<file path="src/common/rcog_pkg.sv">
// shared constants and types of the reference clock output generator
package rcog_pkg;

  // register byte addresses on the apb bus
  localparam logic [11:0] ADDR_CTL_LO = 12'h000;
  localparam logic [11:0] ADDR_CTL_HI = 12'h004;
  localparam logic [11:0] ADDR_TRIM = 12'h008;

  // field positions in the control low register
  localparam int BIT_EN = 15;
  localparam int BIT_SIDL = 13;
  localparam int BIT_OE = 12;
  localparam int BIT_SLP = 11;
  localparam int BIT_SWREQ = 9;
  localparam int BIT_ACT = 8;
  localparam int SEL_LSB = 0;
  localparam int SEL_MSB = 3;

  // field positions in the control high and trim registers
  localparam int DIV_LSB = 0;
  localparam int DIV_MSB = 14;
  localparam int TRIM_LSB = 7;
  localparam int TRIM_MSB = 15;

  // values after reset
  localparam logic [14:0] DIV_RST = 15'h0000;
  localparam logic [8:0] TRIM_RST = 9'h000;
  localparam logic [3:0] SEL_RST = 4'h0;

  // source select codes
  localparam logic [3:0] SRC_CPU = 4'h0;
  localparam logic [3:0] SRC_PERIPH = 4'h1;
  localparam logic [3:0] SRC_PRIMARY = 4'h2;
  localparam logic [3:0] SRC_FAST_RC = 4'h3;
  localparam logic [3:0] SRC_LOW_POWER_RC = 4'h4;
  localparam logic [3:0] SRC_SECONDARY = 4'h5;
  localparam logic [3:0] SRC_PLL = 4'h6;
  localparam logic [3:0] SRC_PIN = 4'h8;
  localparam int NUM_SRC = 9;

  // control fields that travel together
  typedef struct packed {
    logic en;
    logic sidl;
    logic oe;
    logic slp;
    logic [3:0] sel;
  } rcog_ctl_t;

  // apb slave states
  typedef enum logic [1:0] {
    BUS_IDLE = 2'b00,
    BUS_RESP = 2'b01
  } rcog_bus_t;

endpackage : rcog_pkg

</file>
<file path="src/hdl/rcog_divider.sv">
// glitch-free integer plus fractional divider for the reference clock
`timescale 1ns/1ps
module rcog_divider (
  input wire logic clk_sys_i,
  input wire logic rst_b_i,
  input wire logic tick_i,
  input wire logic src_lvl_i,
  input wire logic run_i,
  input wire logic load_i,
  input wire logic [14:0] div_i,
  input wire logic [8:0] trim_i,
  output logic clk_o,
  output logic active_o,
  output logic loaded_o
);

  logic out_r;
  logic act_r;
  logic ld_r;
  logic [15:0] cnt_r;
  logic [15:0] need_r;
  logic [8:0] acc_r;
  logic [14:0] div_r;
  logic [8:0] trim_r;
  logic pass;
  logic hit;
  logic bound;
  logic [9:0] run_sum;
  logic [9:0] init_sum;
  logic [14:0] init_div;

  // fraction accumulator step, carry out is one extra source edge
  function automatic logic [9:0] rcog_frac_sum(
    input logic [8:0] acc,
    input logic [8:0] trim
  );
    rcog_frac_sum = {1'b0, acc} + {1'b0, trim};
  endfunction : rcog_frac_sum

  // a zero divisor passes the base clock through
  assign pass = (div_r == 15'h0000);
  assign hit = tick_i && ((cnt_r + 16'h0001) == need_r);
  // period boundary is the falling edge of the output
  assign bound = act_r && (pass ? (out_r && !src_lvl_i)
                                : (hit && out_r));
  assign run_sum = rcog_frac_sum(acc_r, trim_r);
  assign init_div = load_i ? div_i : div_r;
  assign init_sum = rcog_frac_sum(9'h000, load_i ? trim_i : trim_r);

  // each half period lasts div plus trim/512 source edges
  always_ff @(posedge clk_sys_i)
  begin
    if (!rst_b_i)
    begin
      out_r <= 1'b0;
      act_r <= 1'b0;
      ld_r <= 1'b0;
      cnt_r <= 16'h0000;
      need_r <= 16'h0000;
      acc_r <= 9'h000;
      div_r <= rcog_pkg::DIV_RST;
      trim_r <= rcog_pkg::TRIM_RST;
    end
    else
    begin
      ld_r <= 1'b0;
      if (!act_r || bound)
      begin
        // new values only while stopped or at a boundary
        if (load_i)
        begin
          div_r <= div_i;
          trim_r <= trim_i;
          ld_r <= 1'b1;
        end
        if (!act_r || load_i)
        begin
          acc_r <= init_sum[8:0];
          need_r <= {1'b0, init_div} + {15'h0000, init_sum[9]};
        end
        else
        begin
          acc_r <= run_sum[8:0];
          need_r <= {1'b0, div_r} + {15'h0000, run_sum[9]};
        end
        cnt_r <= 16'h0000;
        out_r <= 1'b0;
        act_r <= run_i;
      end
      else if (pass)
        out_r <= src_lvl_i;
      else if (hit)
      begin
        out_r <= 1'b1;
        cnt_r <= 16'h0000;
        acc_r <= run_sum[8:0];
        need_r <= {1'b0, div_r} + {15'h0000, run_sum[9]};
      end
      else if (tick_i)
        cnt_r <= cnt_r + 16'h0001;
    end
  end

  assign clk_o = out_r;
  assign active_o = act_r;
  assign loaded_o = ld_r;
endmodule : rcog_divider

</file>
<file path="src/hdl/rcog_top.sv">
// reference clock output generator with apb control registers
//
// The APB interface to the registers and the address map were chosen for this implementation.
`timescale 1ns/1ps
module rcog_top (
  input wire logic clk_sys_i,
  input wire logic rst_b_i,
  input wire logic [11:0] paddr_i,
  input wire logic psel_i,
  input wire logic penable_i,
  input wire logic pwrite_i,
  input wire logic [31:0] pwdata_i,
  output logic [31:0] prdata_o,
  output logic pready_o,
  output logic pslverr_o,
  input wire logic [8:0] src_clk_i,
  input wire logic idle_mode_i,
  input wire logic sleep_mode_i,
  output logic ref_clock_out_pin_o,
  output logic ref_clock_out_pin_oe_o
);

  rcog_pkg::rcog_ctl_t ctl_r;
  rcog_pkg::rcog_bus_t st_r;
  logic divider_switch_request_r;
  logic [14:0] integer_divisor_r;
  logic [8:0] fractional_trim_r;
  logic [8:0] src_s1_r;
  logic [8:0] src_s2_r;
  logic lvl_r;
  logic lvl_d_r;
  logic tick;
  logic run;
  logic access;
  logic wr_fire;
  logic wr_lo;
  logic wr_hi;
  logic wr_trim;
  logic div_clk;
  logic div_act;
  logic div_loaded;
  logic [31:0] rd_v;
  logic hit_v;
  logic [15:0] ctl_word;

  // reserved select codes have no source behind them
  function automatic logic rcog_src_ok(input logic [3:0] sel);
    rcog_src_ok = (sel <= rcog_pkg::SRC_PLL) ||
                  (sel == rcog_pkg::SRC_PIN);
  endfunction : rcog_src_ok

  // source clocks are foreign to clk_sys, so two flops before use;
  // a source must stay below half of clk_sys to be counted
  always_ff @(posedge clk_sys_i)
  begin
    if (!rst_b_i)
    begin
      src_s1_r <= 9'h000;
      src_s2_r <= 9'h000;
    end
    else
    begin
      src_s1_r <= src_clk_i;
      src_s2_r <= src_s1_r;
    end
  end

  // source select mux and rising edge detect
  always_ff @(posedge clk_sys_i)
  begin
    if (!rst_b_i)
    begin
      lvl_r <= 1'b0;
      lvl_d_r <= 1'b0;
    end
    else
    begin
      // select is live, so a cpu clock switch shows through
      if (rcog_src_ok(ctl_r.sel))
        lvl_r <= src_s2_r[ctl_r.sel];
      else
        lvl_r <= 1'b0;
      lvl_d_r <= lvl_r;
    end
  end

  assign tick = lvl_r && !lvl_d_r;

  // enable gated by idle and sleep keep-running bits
  assign run = ctl_r.en &&
               !(idle_mode_i && !ctl_r.sidl) &&
               !(sleep_mode_i && !ctl_r.slp);

  // apb decode; writes land at the edge that sees pready high
  assign access = psel_i && penable_i;
  assign wr_fire = access && pwrite_i &&
                   (st_r == rcog_pkg::BUS_RESP);
  assign wr_lo = wr_fire && (paddr_i == rcog_pkg::ADDR_CTL_LO);
  assign wr_hi = wr_fire && (paddr_i == rcog_pkg::ADDR_CTL_HI);
  assign wr_trim = wr_fire && (paddr_i == rcog_pkg::ADDR_TRIM);

  // control low readback, unimplemented bits tied low
  assign ctl_word = {ctl_r.en, 1'b0, ctl_r.sidl, ctl_r.oe,
                     ctl_r.slp, 1'b0, divider_switch_request_r,
                     div_act, 4'h0, ctl_r.sel};

  // read data and address hit
  always_comb
  begin
    rd_v = 32'h0000_0000;
    hit_v = 1'b1;
    case (paddr_i)
      rcog_pkg::ADDR_CTL_LO:
        rd_v[15:0] = ctl_word;
      rcog_pkg::ADDR_CTL_HI:
        rd_v[rcog_pkg::DIV_MSB:rcog_pkg::DIV_LSB] = integer_divisor_r;
      rcog_pkg::ADDR_TRIM:
        rd_v[rcog_pkg::TRIM_MSB:rcog_pkg::TRIM_LSB] = fractional_trim_r;
      default:
        hit_v = 1'b0;
    endcase
  end

  // apb answer: one wait state, then pready with data or error
  always_ff @(posedge clk_sys_i)
  begin
    if (!rst_b_i)
    begin
      st_r <= rcog_pkg::BUS_IDLE;
      pready_o <= 1'b0;
      pslverr_o <= 1'b0;
      prdata_o <= 32'h0000_0000;
    end
    else
    begin
      case (st_r)
        rcog_pkg::BUS_IDLE:
        begin
          if (access)
          begin
            st_r <= rcog_pkg::BUS_RESP;
            pready_o <= 1'b1;
            pslverr_o <= !hit_v;
            prdata_o <= pwrite_i ? 32'h0000_0000 : rd_v;
          end
        end
        rcog_pkg::BUS_RESP:
        begin
          st_r <= rcog_pkg::BUS_IDLE;
          pready_o <= 1'b0;
          pslverr_o <= 1'b0;
          prdata_o <= 32'h0000_0000;
        end
        default:
        begin
          st_r <= rcog_pkg::BUS_IDLE;
          pready_o <= 1'b0;
          pslverr_o <= 1'b0;
          prdata_o <= 32'h0000_0000;
        end
      endcase
    end
  end

  // control fields written by software
  always_ff @(posedge clk_sys_i)
  begin
    if (!rst_b_i)
    begin
      ctl_r.en <= 1'b0;
      ctl_r.sidl <= 1'b0;
      ctl_r.oe <= 1'b0;
      ctl_r.slp <= 1'b0;
      ctl_r.sel <= rcog_pkg::SEL_RST;
    end
    else if (wr_lo)
    begin
      ctl_r.en <= pwdata_i[rcog_pkg::BIT_EN];
      ctl_r.sidl <= pwdata_i[rcog_pkg::BIT_SIDL];
      ctl_r.oe <= pwdata_i[rcog_pkg::BIT_OE];
      ctl_r.slp <= pwdata_i[rcog_pkg::BIT_SLP];
      ctl_r.sel <= pwdata_i[rcog_pkg::SEL_MSB:rcog_pkg::SEL_LSB];
    end
  end

  // switch request: software set wins over hardware clear,
  // writing zero does not withdraw a pending request
  always_ff @(posedge clk_sys_i)
  begin
    if (!rst_b_i)
      divider_switch_request_r <= 1'b0;
    else if (wr_lo && pwdata_i[rcog_pkg::BIT_SWREQ])
      divider_switch_request_r <= 1'b1;
    else if (div_loaded)
      divider_switch_request_r <= 1'b0;
  end

  // divisor and trim staging; the divider copies them on request
  always_ff @(posedge clk_sys_i)
  begin
    if (!rst_b_i)
    begin
      integer_divisor_r <= rcog_pkg::DIV_RST;
      fractional_trim_r <= rcog_pkg::TRIM_RST;
    end
    else
    begin
      if (wr_hi)
        integer_divisor_r <=
          pwdata_i[rcog_pkg::DIV_MSB:rcog_pkg::DIV_LSB];
      if (wr_trim)
        fractional_trim_r <=
          pwdata_i[rcog_pkg::TRIM_MSB:rcog_pkg::TRIM_LSB];
    end
  end

  // divider with boundary-aligned reload
  rcog_divider u_div (
    .clk_sys_i(clk_sys_i),
    .rst_b_i(rst_b_i),
    .tick_i(tick),
    .src_lvl_i(lvl_r),
    .run_i(run),
    .load_i(divider_switch_request_r),
    .div_i(integer_divisor_r),
    .trim_i(fractional_trim_r),
    .clk_o(div_clk),
    .active_o(div_act),
    .loaded_o(div_loaded)
  );

  // pin outputs; the clock is masked so the pin rests low
  always_ff @(posedge clk_sys_i)
  begin
    if (!rst_b_i)
    begin
      ref_clock_out_pin_o <= 1'b0;
      ref_clock_out_pin_oe_o <= 1'b0;
    end
    else
    begin
      ref_clock_out_pin_o <= div_clk && ctl_r.oe;
      ref_clock_out_pin_oe_o <= ctl_r.oe;
    end
  end
endmodule : rcog_top

</file>
<file path="config.mk">
export PLATFORM = sky130hd
export DESIGN_NAME = rcog_top
export DESIGN_NICKNAME = d
export VERILOG_FILES = /design/src/common/rcog_pkg.sv /design/src/hdl/rcog_divider.sv /design/src/hdl/rcog_top.sv
export SDC_FILE = /design/constraint.sdc
export NUM_CORES = 1
export LEC_CHECK = 0
export BUFFER_PORTS_ARGS = -buffer_cell sky130_fd_sc_hd__buf_2
export CORE_UTILIZATION = 45
export DETAILED_ROUTE_END_ITERATION = 16
export PLACE_DENSITY = 0.73
export REMOVE_ABC_BUFFERS = 1
export SLEW_MARGIN = 0
export SYNTH_ARGS = -nofsm -noshare
export SYNTH_HDL_FRONTEND = slang
export SYNTH_SLANG_ARGS = --single-unit
</file>
<file path="constraint.sdc">
create_clock -name clk_sys_i -period 7.3 [get_ports clk_sys_i]
set_input_delay 0.365 -clock clk_sys_i [delete_from_list [all_inputs] [get_ports clk_sys_i]]
set_output_delay 0.365 -clock clk_sys_i [all_outputs]
set_load 0.01 [all_outputs]
</file>
### After elaboration in Yosys (flattened, before gate mapping)

Cells that the tools add are included.

| cells by class | value |
|---|---|
| $add $sub $neg | 3 |
| magnitude comparators | 2 |
| eq/ne operators | 5 |
| mux-type cells | 25 |
| bitwise gates (word level) | 2 |
| reduce and logical (&&, ||, !) cells | 42 |

Operators with widths:

| kind | number |
|---|---|
| $mux 16 | 7 |
| $mux 9 | 5 |
| $pmux 8 s3 | 1 |
| $logic_and 1x1->1 | 17 |
| $add 15x1->16 | 1 |
| $add 16x1->16 const B | 1 |
| $eq 16x16->1 | 1 |
| $logic_not 15->1 | 1 |
| $mux 15 | 1 |
| $pmux 7 s2 | 1 |
| $eq 12x3->1 const B | 1 |
| $eq 12x4->1 const B | 1 |
| $logic_not 12->1 | 1 |
| $add 9x9->10 | 1 |
| $reduce_and 2->1 | 5 |
| $logic_not 1->1 | 8 |
| $mux 1 | 8 |
| $reduce_bool 2->1 | 4 |
| $lt 4x5->1 const B | 1 |
| $bmux 1 s4 | 1 |
| $eq 4x4->1 const B | 1 |
| $le 4x3->1 const B | 1 |
| $logic_or 1x1->1 | 3 |
| $reduce_or 3->1 | 1 |
| 5 further kinds | 6 |

| storage, ports and cells | value |
|---|---|
| register bits after elaboration | 157 |
| output and inout bits | 36 |

### Logic depth before layout (Yosys ltp)

| depth | value |
|---|---|
| depth after elaboration | 9 |
| gate-level depth with buffers | 19 |
| mapped depth without buffers | 19 |

### By module

From an unflattened synthesis, not the netlist that was laid out.

| unflattened totals | value |
|---|---|
| cell total of the unflattened synthesis | 913 |
| area total of the unflattened synthesis | 7753.7 µm² |

Modules (own cells, without submodules):

| module | instances | cells an instance | area each (µm²) | sequential area each (µm²) |
|---|---|---|---|---|
| rcog_divider | 1 | 613 | 4814.6 | 1361.3 |
| rcog_top | 1 | 300 | 2939.1 | 1421.4 |

### Worst setup path after synthesis

No wires, ideal clock.

| path | value |
|---|---|
| kind | flip-flop to flip-flop |
| start | register u_div.trim_r[1] |
| end | register u_div.need_r[14] |
| setup time | 92 ps |
| arrival | 3394 ps |
| data required time | 7208 ps |
| path slack | 3814 ps |
| cell stages (with the launch flop) | 19 |
| path buffers | 0 |
| path through | dfxtp_1 ha_1 a21o_1 a21o_1 a21o_1 a21oi_1 o21ai_0 a21o_1 a21o_1 ha_1 ha_1 and3_1 and3_1 and3_1 nand3_1 nor2_1 a31oi_1 nand3_1 o32ai_1 |

| on the way | value |
|---|---|
| cells in the longest elaborated chain, start to end | 5 |
| elaborated cells between the ends (all ways) | 6 |

Ends and longest elaborated chain:

| what | line | text |
|---|---|---|
| from (decl) | rcog_divider.sv:24 | `logic [8:0] trim_r;` |
| from (signal assigned) | rcog_divider.sv:62 | `trim_r <= rcog_pkg::TRIM_RST;` |
| from (signal assigned) | rcog_divider.sv:73 | `trim_r <= trim_i;` |
| $add 9x9->10 * | rcog_divider.sv:37 | `rcog_frac_sum = {1'b0, acc} + {1'b0, trim};` |
| $add 15x1->16 * | rcog_divider.sv:84, rcog_divider.sv:97 |  |
| $mux 16 | rcog_divider.sv:92 | `else if (hit)` |
| $mux 16 | rcog_divider.sv:90 | `else if (pass)` |
| $mux 16 * | rcog_divider.sv:67 | `if (!act_r \|\| bound)` |
| to (signal assigned) | rcog_divider.sv:79 | `need_r <= {1'b0, init_div} + {15'h0000, init_sum[9]};` |
| to (signal assigned) | rcog_divider.sv:84 | `need_r <= {1'b0, div_r} + {15'h0000, run_sum[9]};` |
| to (signal assigned) | rcog_divider.sv:97 | `need_r <= {1'b0, div_r} + {15'h0000, run_sum[9]};` |
| to (decl) | rcog_divider.sv:21 | `logic [15:0] need_r;` |

Mark *: on every way between the ends. The rest lies on a longest branch, timed or not. The select of a mux whose other input is x is not followed.
A chain may end at the register's enable or synchronous reset.

### Worst setup path after layout

| path | value |
|---|---|
| start | register u_div.cnt_r[0] |
| end | register u_div.cnt_r[10] |

| on the way | value |
|---|---|
| cells in the longest elaborated chain, start to end | 8 |
| elaborated cells between the ends (all ways) | 12 |

Ends and longest elaborated chain:

| what | line | text |
|---|---|---|
| from (decl) | rcog_divider.sv:20 | `logic [15:0] cnt_r;` |
| from (signal assigned) | rcog_divider.sv:100 | `cnt_r <= cnt_r + 16'h0001;` |
| $add 16x1->16 * | rcog_divider.sv:42, rcog_divider.sv:100 |  |
| $eq 16x16->1 | rcog_divider.sv:42 | `assign hit = tick_i && ((cnt_r + 16'h0001) == need_r);` |
| $logic_and 1x1->1 | rcog_divider.sv:42 |  |
| $logic_and 1x1->1 | rcog_divider.sv:45 | `: (hit && out_r));` |
| $mux 1 | rcog_divider.sv:44 | `assign bound = act_r && (pass ? (out_r && !src_lvl_i)` |
| $logic_and 1x1->1 | rcog_divider.sv:44 |  |
| $logic_or 1x1->1 | rcog_divider.sv:67 |  |
| $reduce_or 2->1 (no source line) | - |  |

Marks and branches as above.

==> results.yml <==
run_status:
  status: "complete, no violations"
yosys:
  yosysTopAreaCellShare_pct: 39.2
  synth_async_sr_flop_share_pct: 0
  seq_area_frac_synth_pct: 39.2
  synth_warnings: 0
  yosysMostFrequentCell: "dfxtp_1"
  synth-edff-count: 0
  netlist_top_cells_area: "dfxtp_1 (39%), mux2i_1 (7.7%), nand2_1 (5.2%)"
  synthTopCellsByCount: "dfxtp_1 (139), nand2_1 (99), nor2_1 (84), a21oi_1 (60), mux2i_1 (55)"
  syn_area_per_cell_um2: 8.38
  synthCells: 848
  ys_ff_latch: 139
  ys_dominant_reg_cell: "dfxtp_1"
  synth_cell_types: 71
  syn_area_um2: 7110
  synth_area_leader_cell: "dfxtp_1"
sta:
  grt_setup_unrepaired: "false"
  layout_setup_ws_ns: 3.04
  finalCritPeriodShare_pct: 58.3
  tightest_slew_ns: 1.17
  finalSetupViolCount: 0
  clock_skew_ns: 0.00886
  setup_tns_ns: 0
  whs_ns: 0.145
  final-max-slew-violation-count: 0
  period_needed_ns: 4.26
  fmax_mhz: 235
  max_slew_margin_pct: 21.4
  timing.final.hold_violations: 0
routing:
  highest_layer: "met4"
  met1_length_mm: 8.14
  wirelength_mm: 18.2
  dr_total_vias: 6315
  met2WireLength_mm: 8.69
  drc_errors: 0
  met3_length_um: 964
  viasPerCell: 5.71
  dr.first_iter.drc_count: 508
  routedWlPerCell_um: 16.5
  antenna_left: 0
  dr.pass1.iters: 5
finish:
  layout-drive-gt1-share_pct: 13.6
  register_area_um2: 2780
  multiInputGateArea_um2: 3990
  fin_area_um2: 8030
  layout.nets: 955
  antenna_cells: 0
  n_fill_cell: 1454
  area_delta_synth_final_pct: 13.0
worst_setup_path:
  crit_chain: "ha_1 -> nand4_2 -> xnor2_1 -> nor3_1 -> o21a_1 -> a211oi_1 -> o31ai_1 -> a21boi_1 -> nand2_1 -> nor3_1"
  end_kind: "register"
  cp.arrival_ns: 4.59
  critPathTopFamily: "compound AO/OA/AOI/OAI gates"
  r2r_setup_slack_ns: 3.04
  cp.required_ns: 7.63
  critPathMostFrequentCell: "nor3_1"
  critPathBufInv: 0
  crit_type: "register to register"
  cpPeakStageDelay_ns: 0.92
  critPathMaxFanout: 17
  cpMaxStageDelayCell: "a21boi_1"
  start_kind: "register"
clocking:
  cts_tree: "built"
  path_clk_slew_ns: 0.06
  h-tree-depth: 4
  clockRootBuffer: "clkbuf_16"
  holdBufCountCts: 0
  clock_latency_ns: 0.42
  cts_resized: 0
  clock_sinks: 139
  cts_made_buffers: 17
  cts_setup_buffers: 0
  clockBufferDepth: 2
floorplan:
  dieArea_um2: 16300
  die_width_um: 128
  start_util_pct: 46.4
  num_io_pins: 96
  rows: 45
  die_y_um: 128
  design.core.area_um2: 15300
power_and_ir_drop:
  power.density_nw_per_um2: 206
  ir_drop_v: 0.000199
  power_mw: 1.65
  p_leak_nw: 3.12
placement:
  post-dp-hpwl_mm: 12.6
  pre_cts_ws_ns: 3.09
  io_buffers: 62
  placedInstanceArea_um2: 7460
  gp_congestion: 0.928
global_route:
  grt_pass1_vias: 5667
  grt_max_degree: 44
  grt-ovfl-total: 0
  grt_util_all_layers_pct: 23.0
  antenna_found_initial: 0
  grt_pass1_wl_mm: 29.3
run:
  cap_violations: 0
worst_hold_path:
  holdCritPathClass: "primary input to register"
kinds of logic after synthesis:
family	after synthesis	synth area share, %
AO/OA/AOI/OAI	187	16.9
other	1	0.0528
multiplexers	64	9.33
flip-flops	139	39.2
XOR/XNOR	35	4.42
buffers and inverters	85	5.56
AND/OR/NAND/NOR	324	22.2
adder cells (fa/ha/maj)	13	2.39
power breakdown:
| part | switching, mW | total (mW) | internal [mW] | leakage (nW) |
|---|---|---|---|---|
| Clock | 0.340 | 0.845 | 0.505 | 0.271 |
| Combinational | 0.0294 | 0.0437 | 0.0143 | 1.73 |
| Sequential | 0.00133 | 0.765 | 0.763 | 1.12 |
worst paths after layout:
path                               start                            to  cells after the start
min                         src_clk_i[5]        src_s1_r[5]$_SDFF_PN0_                      2
max          u_div.cnt_r[0]$_SDFFE_PP0P_  u_div.cnt_r[10]$_SDFFE_PP0P_                     10
min reg2reg       src_s1_r[2]$_SDFF_PN0_        src_s2_r[2]$_SDFF_PN0_                      1
max reg2reg  u_div.cnt_r[0]$_SDFFE_PP0P_  u_div.cnt_r[10]$_SDFFE_PP0P_                     10
stage by stage:
| stage | utilization, % | std cells |
|---|---|---|
| after floorplan | - | 795 |
| after global placement | 48.7 | 1074 |
| after detailed placement | 48.7 | 1074 |
| after CTS | 52.4 | 1105 |
| after global routing | 52.4 | 1105 |
| final | 52.4 | 1105 |
state kept, by name, summed over array words and instances (netlist names), 8 cells and up:
register           cells
u_div.acc_r            9
u_div.cnt_r           16
src_s2_r               8
u_div.need_r          16
u_div.div_r           15
src_s1_r               8
prdata_o              16
u_div.trim_r           9
integer_divisor_r     15
ctl_r                  8
fractional_trim_r      9
placed cells by master, fill, tap and decap left out, types with 10 or more instances in the layout:
| master | Yosys | final |
|---|---|---|
| a21oi_1 | 60 | 60 |
| nand3_1 | 29 | 29 |
| nor3_1 | 17 | 16 |
| ha_1 | 12 | 12 |
| dfxtp_1 | 139 | 139 |
| nand2b_1 | 10 | 10 |
| and2_1 | 22 | 22 |
| o21ai_0 | 36 | 36 |
| mux2i_1 | 55 | 55 |
| buf_2 | 13 | 62 |
| nor4_1 | 11 | 11 |
| a211oi_1 | 11 | 11 |
| a21o_1 | 11 | 11 |
| inv_1 | 16 | 16 |
| a22oi_1 | 13 | 13 |
| conb_1 | 1 | 16 |
| clkbuf_16 | 0 | 17 |
| xor2_1 | 15 | 15 |
| xnor2_1 | 19 | 19 |
| nor2_1 | 84 | 84 |
| nand2_1 | 99 | 99 |
layer usage:
layer	global-route usage [%]	up-vias
met4	8.30	0
met1	29.8	2995
met3	5.01	39
met5	0	-
met2	37.8	222
li1	-	3059
area by class of cell:
| type | instances | area share [%] |
|---|---|---|
| timing repair buffer | 68 | 4.42 |
| clock inverter | 12 | 1.74 |
| multi-input combinational | 639 | 49.7 |
| tap | 211 | 3.29 |
| sequential | 139 | 34.6 |
| inverter | 17 | 0.795 |
| clock buffer | 19 | 5.39 |
Note: power is estimated with default switching activity, not from simulation.
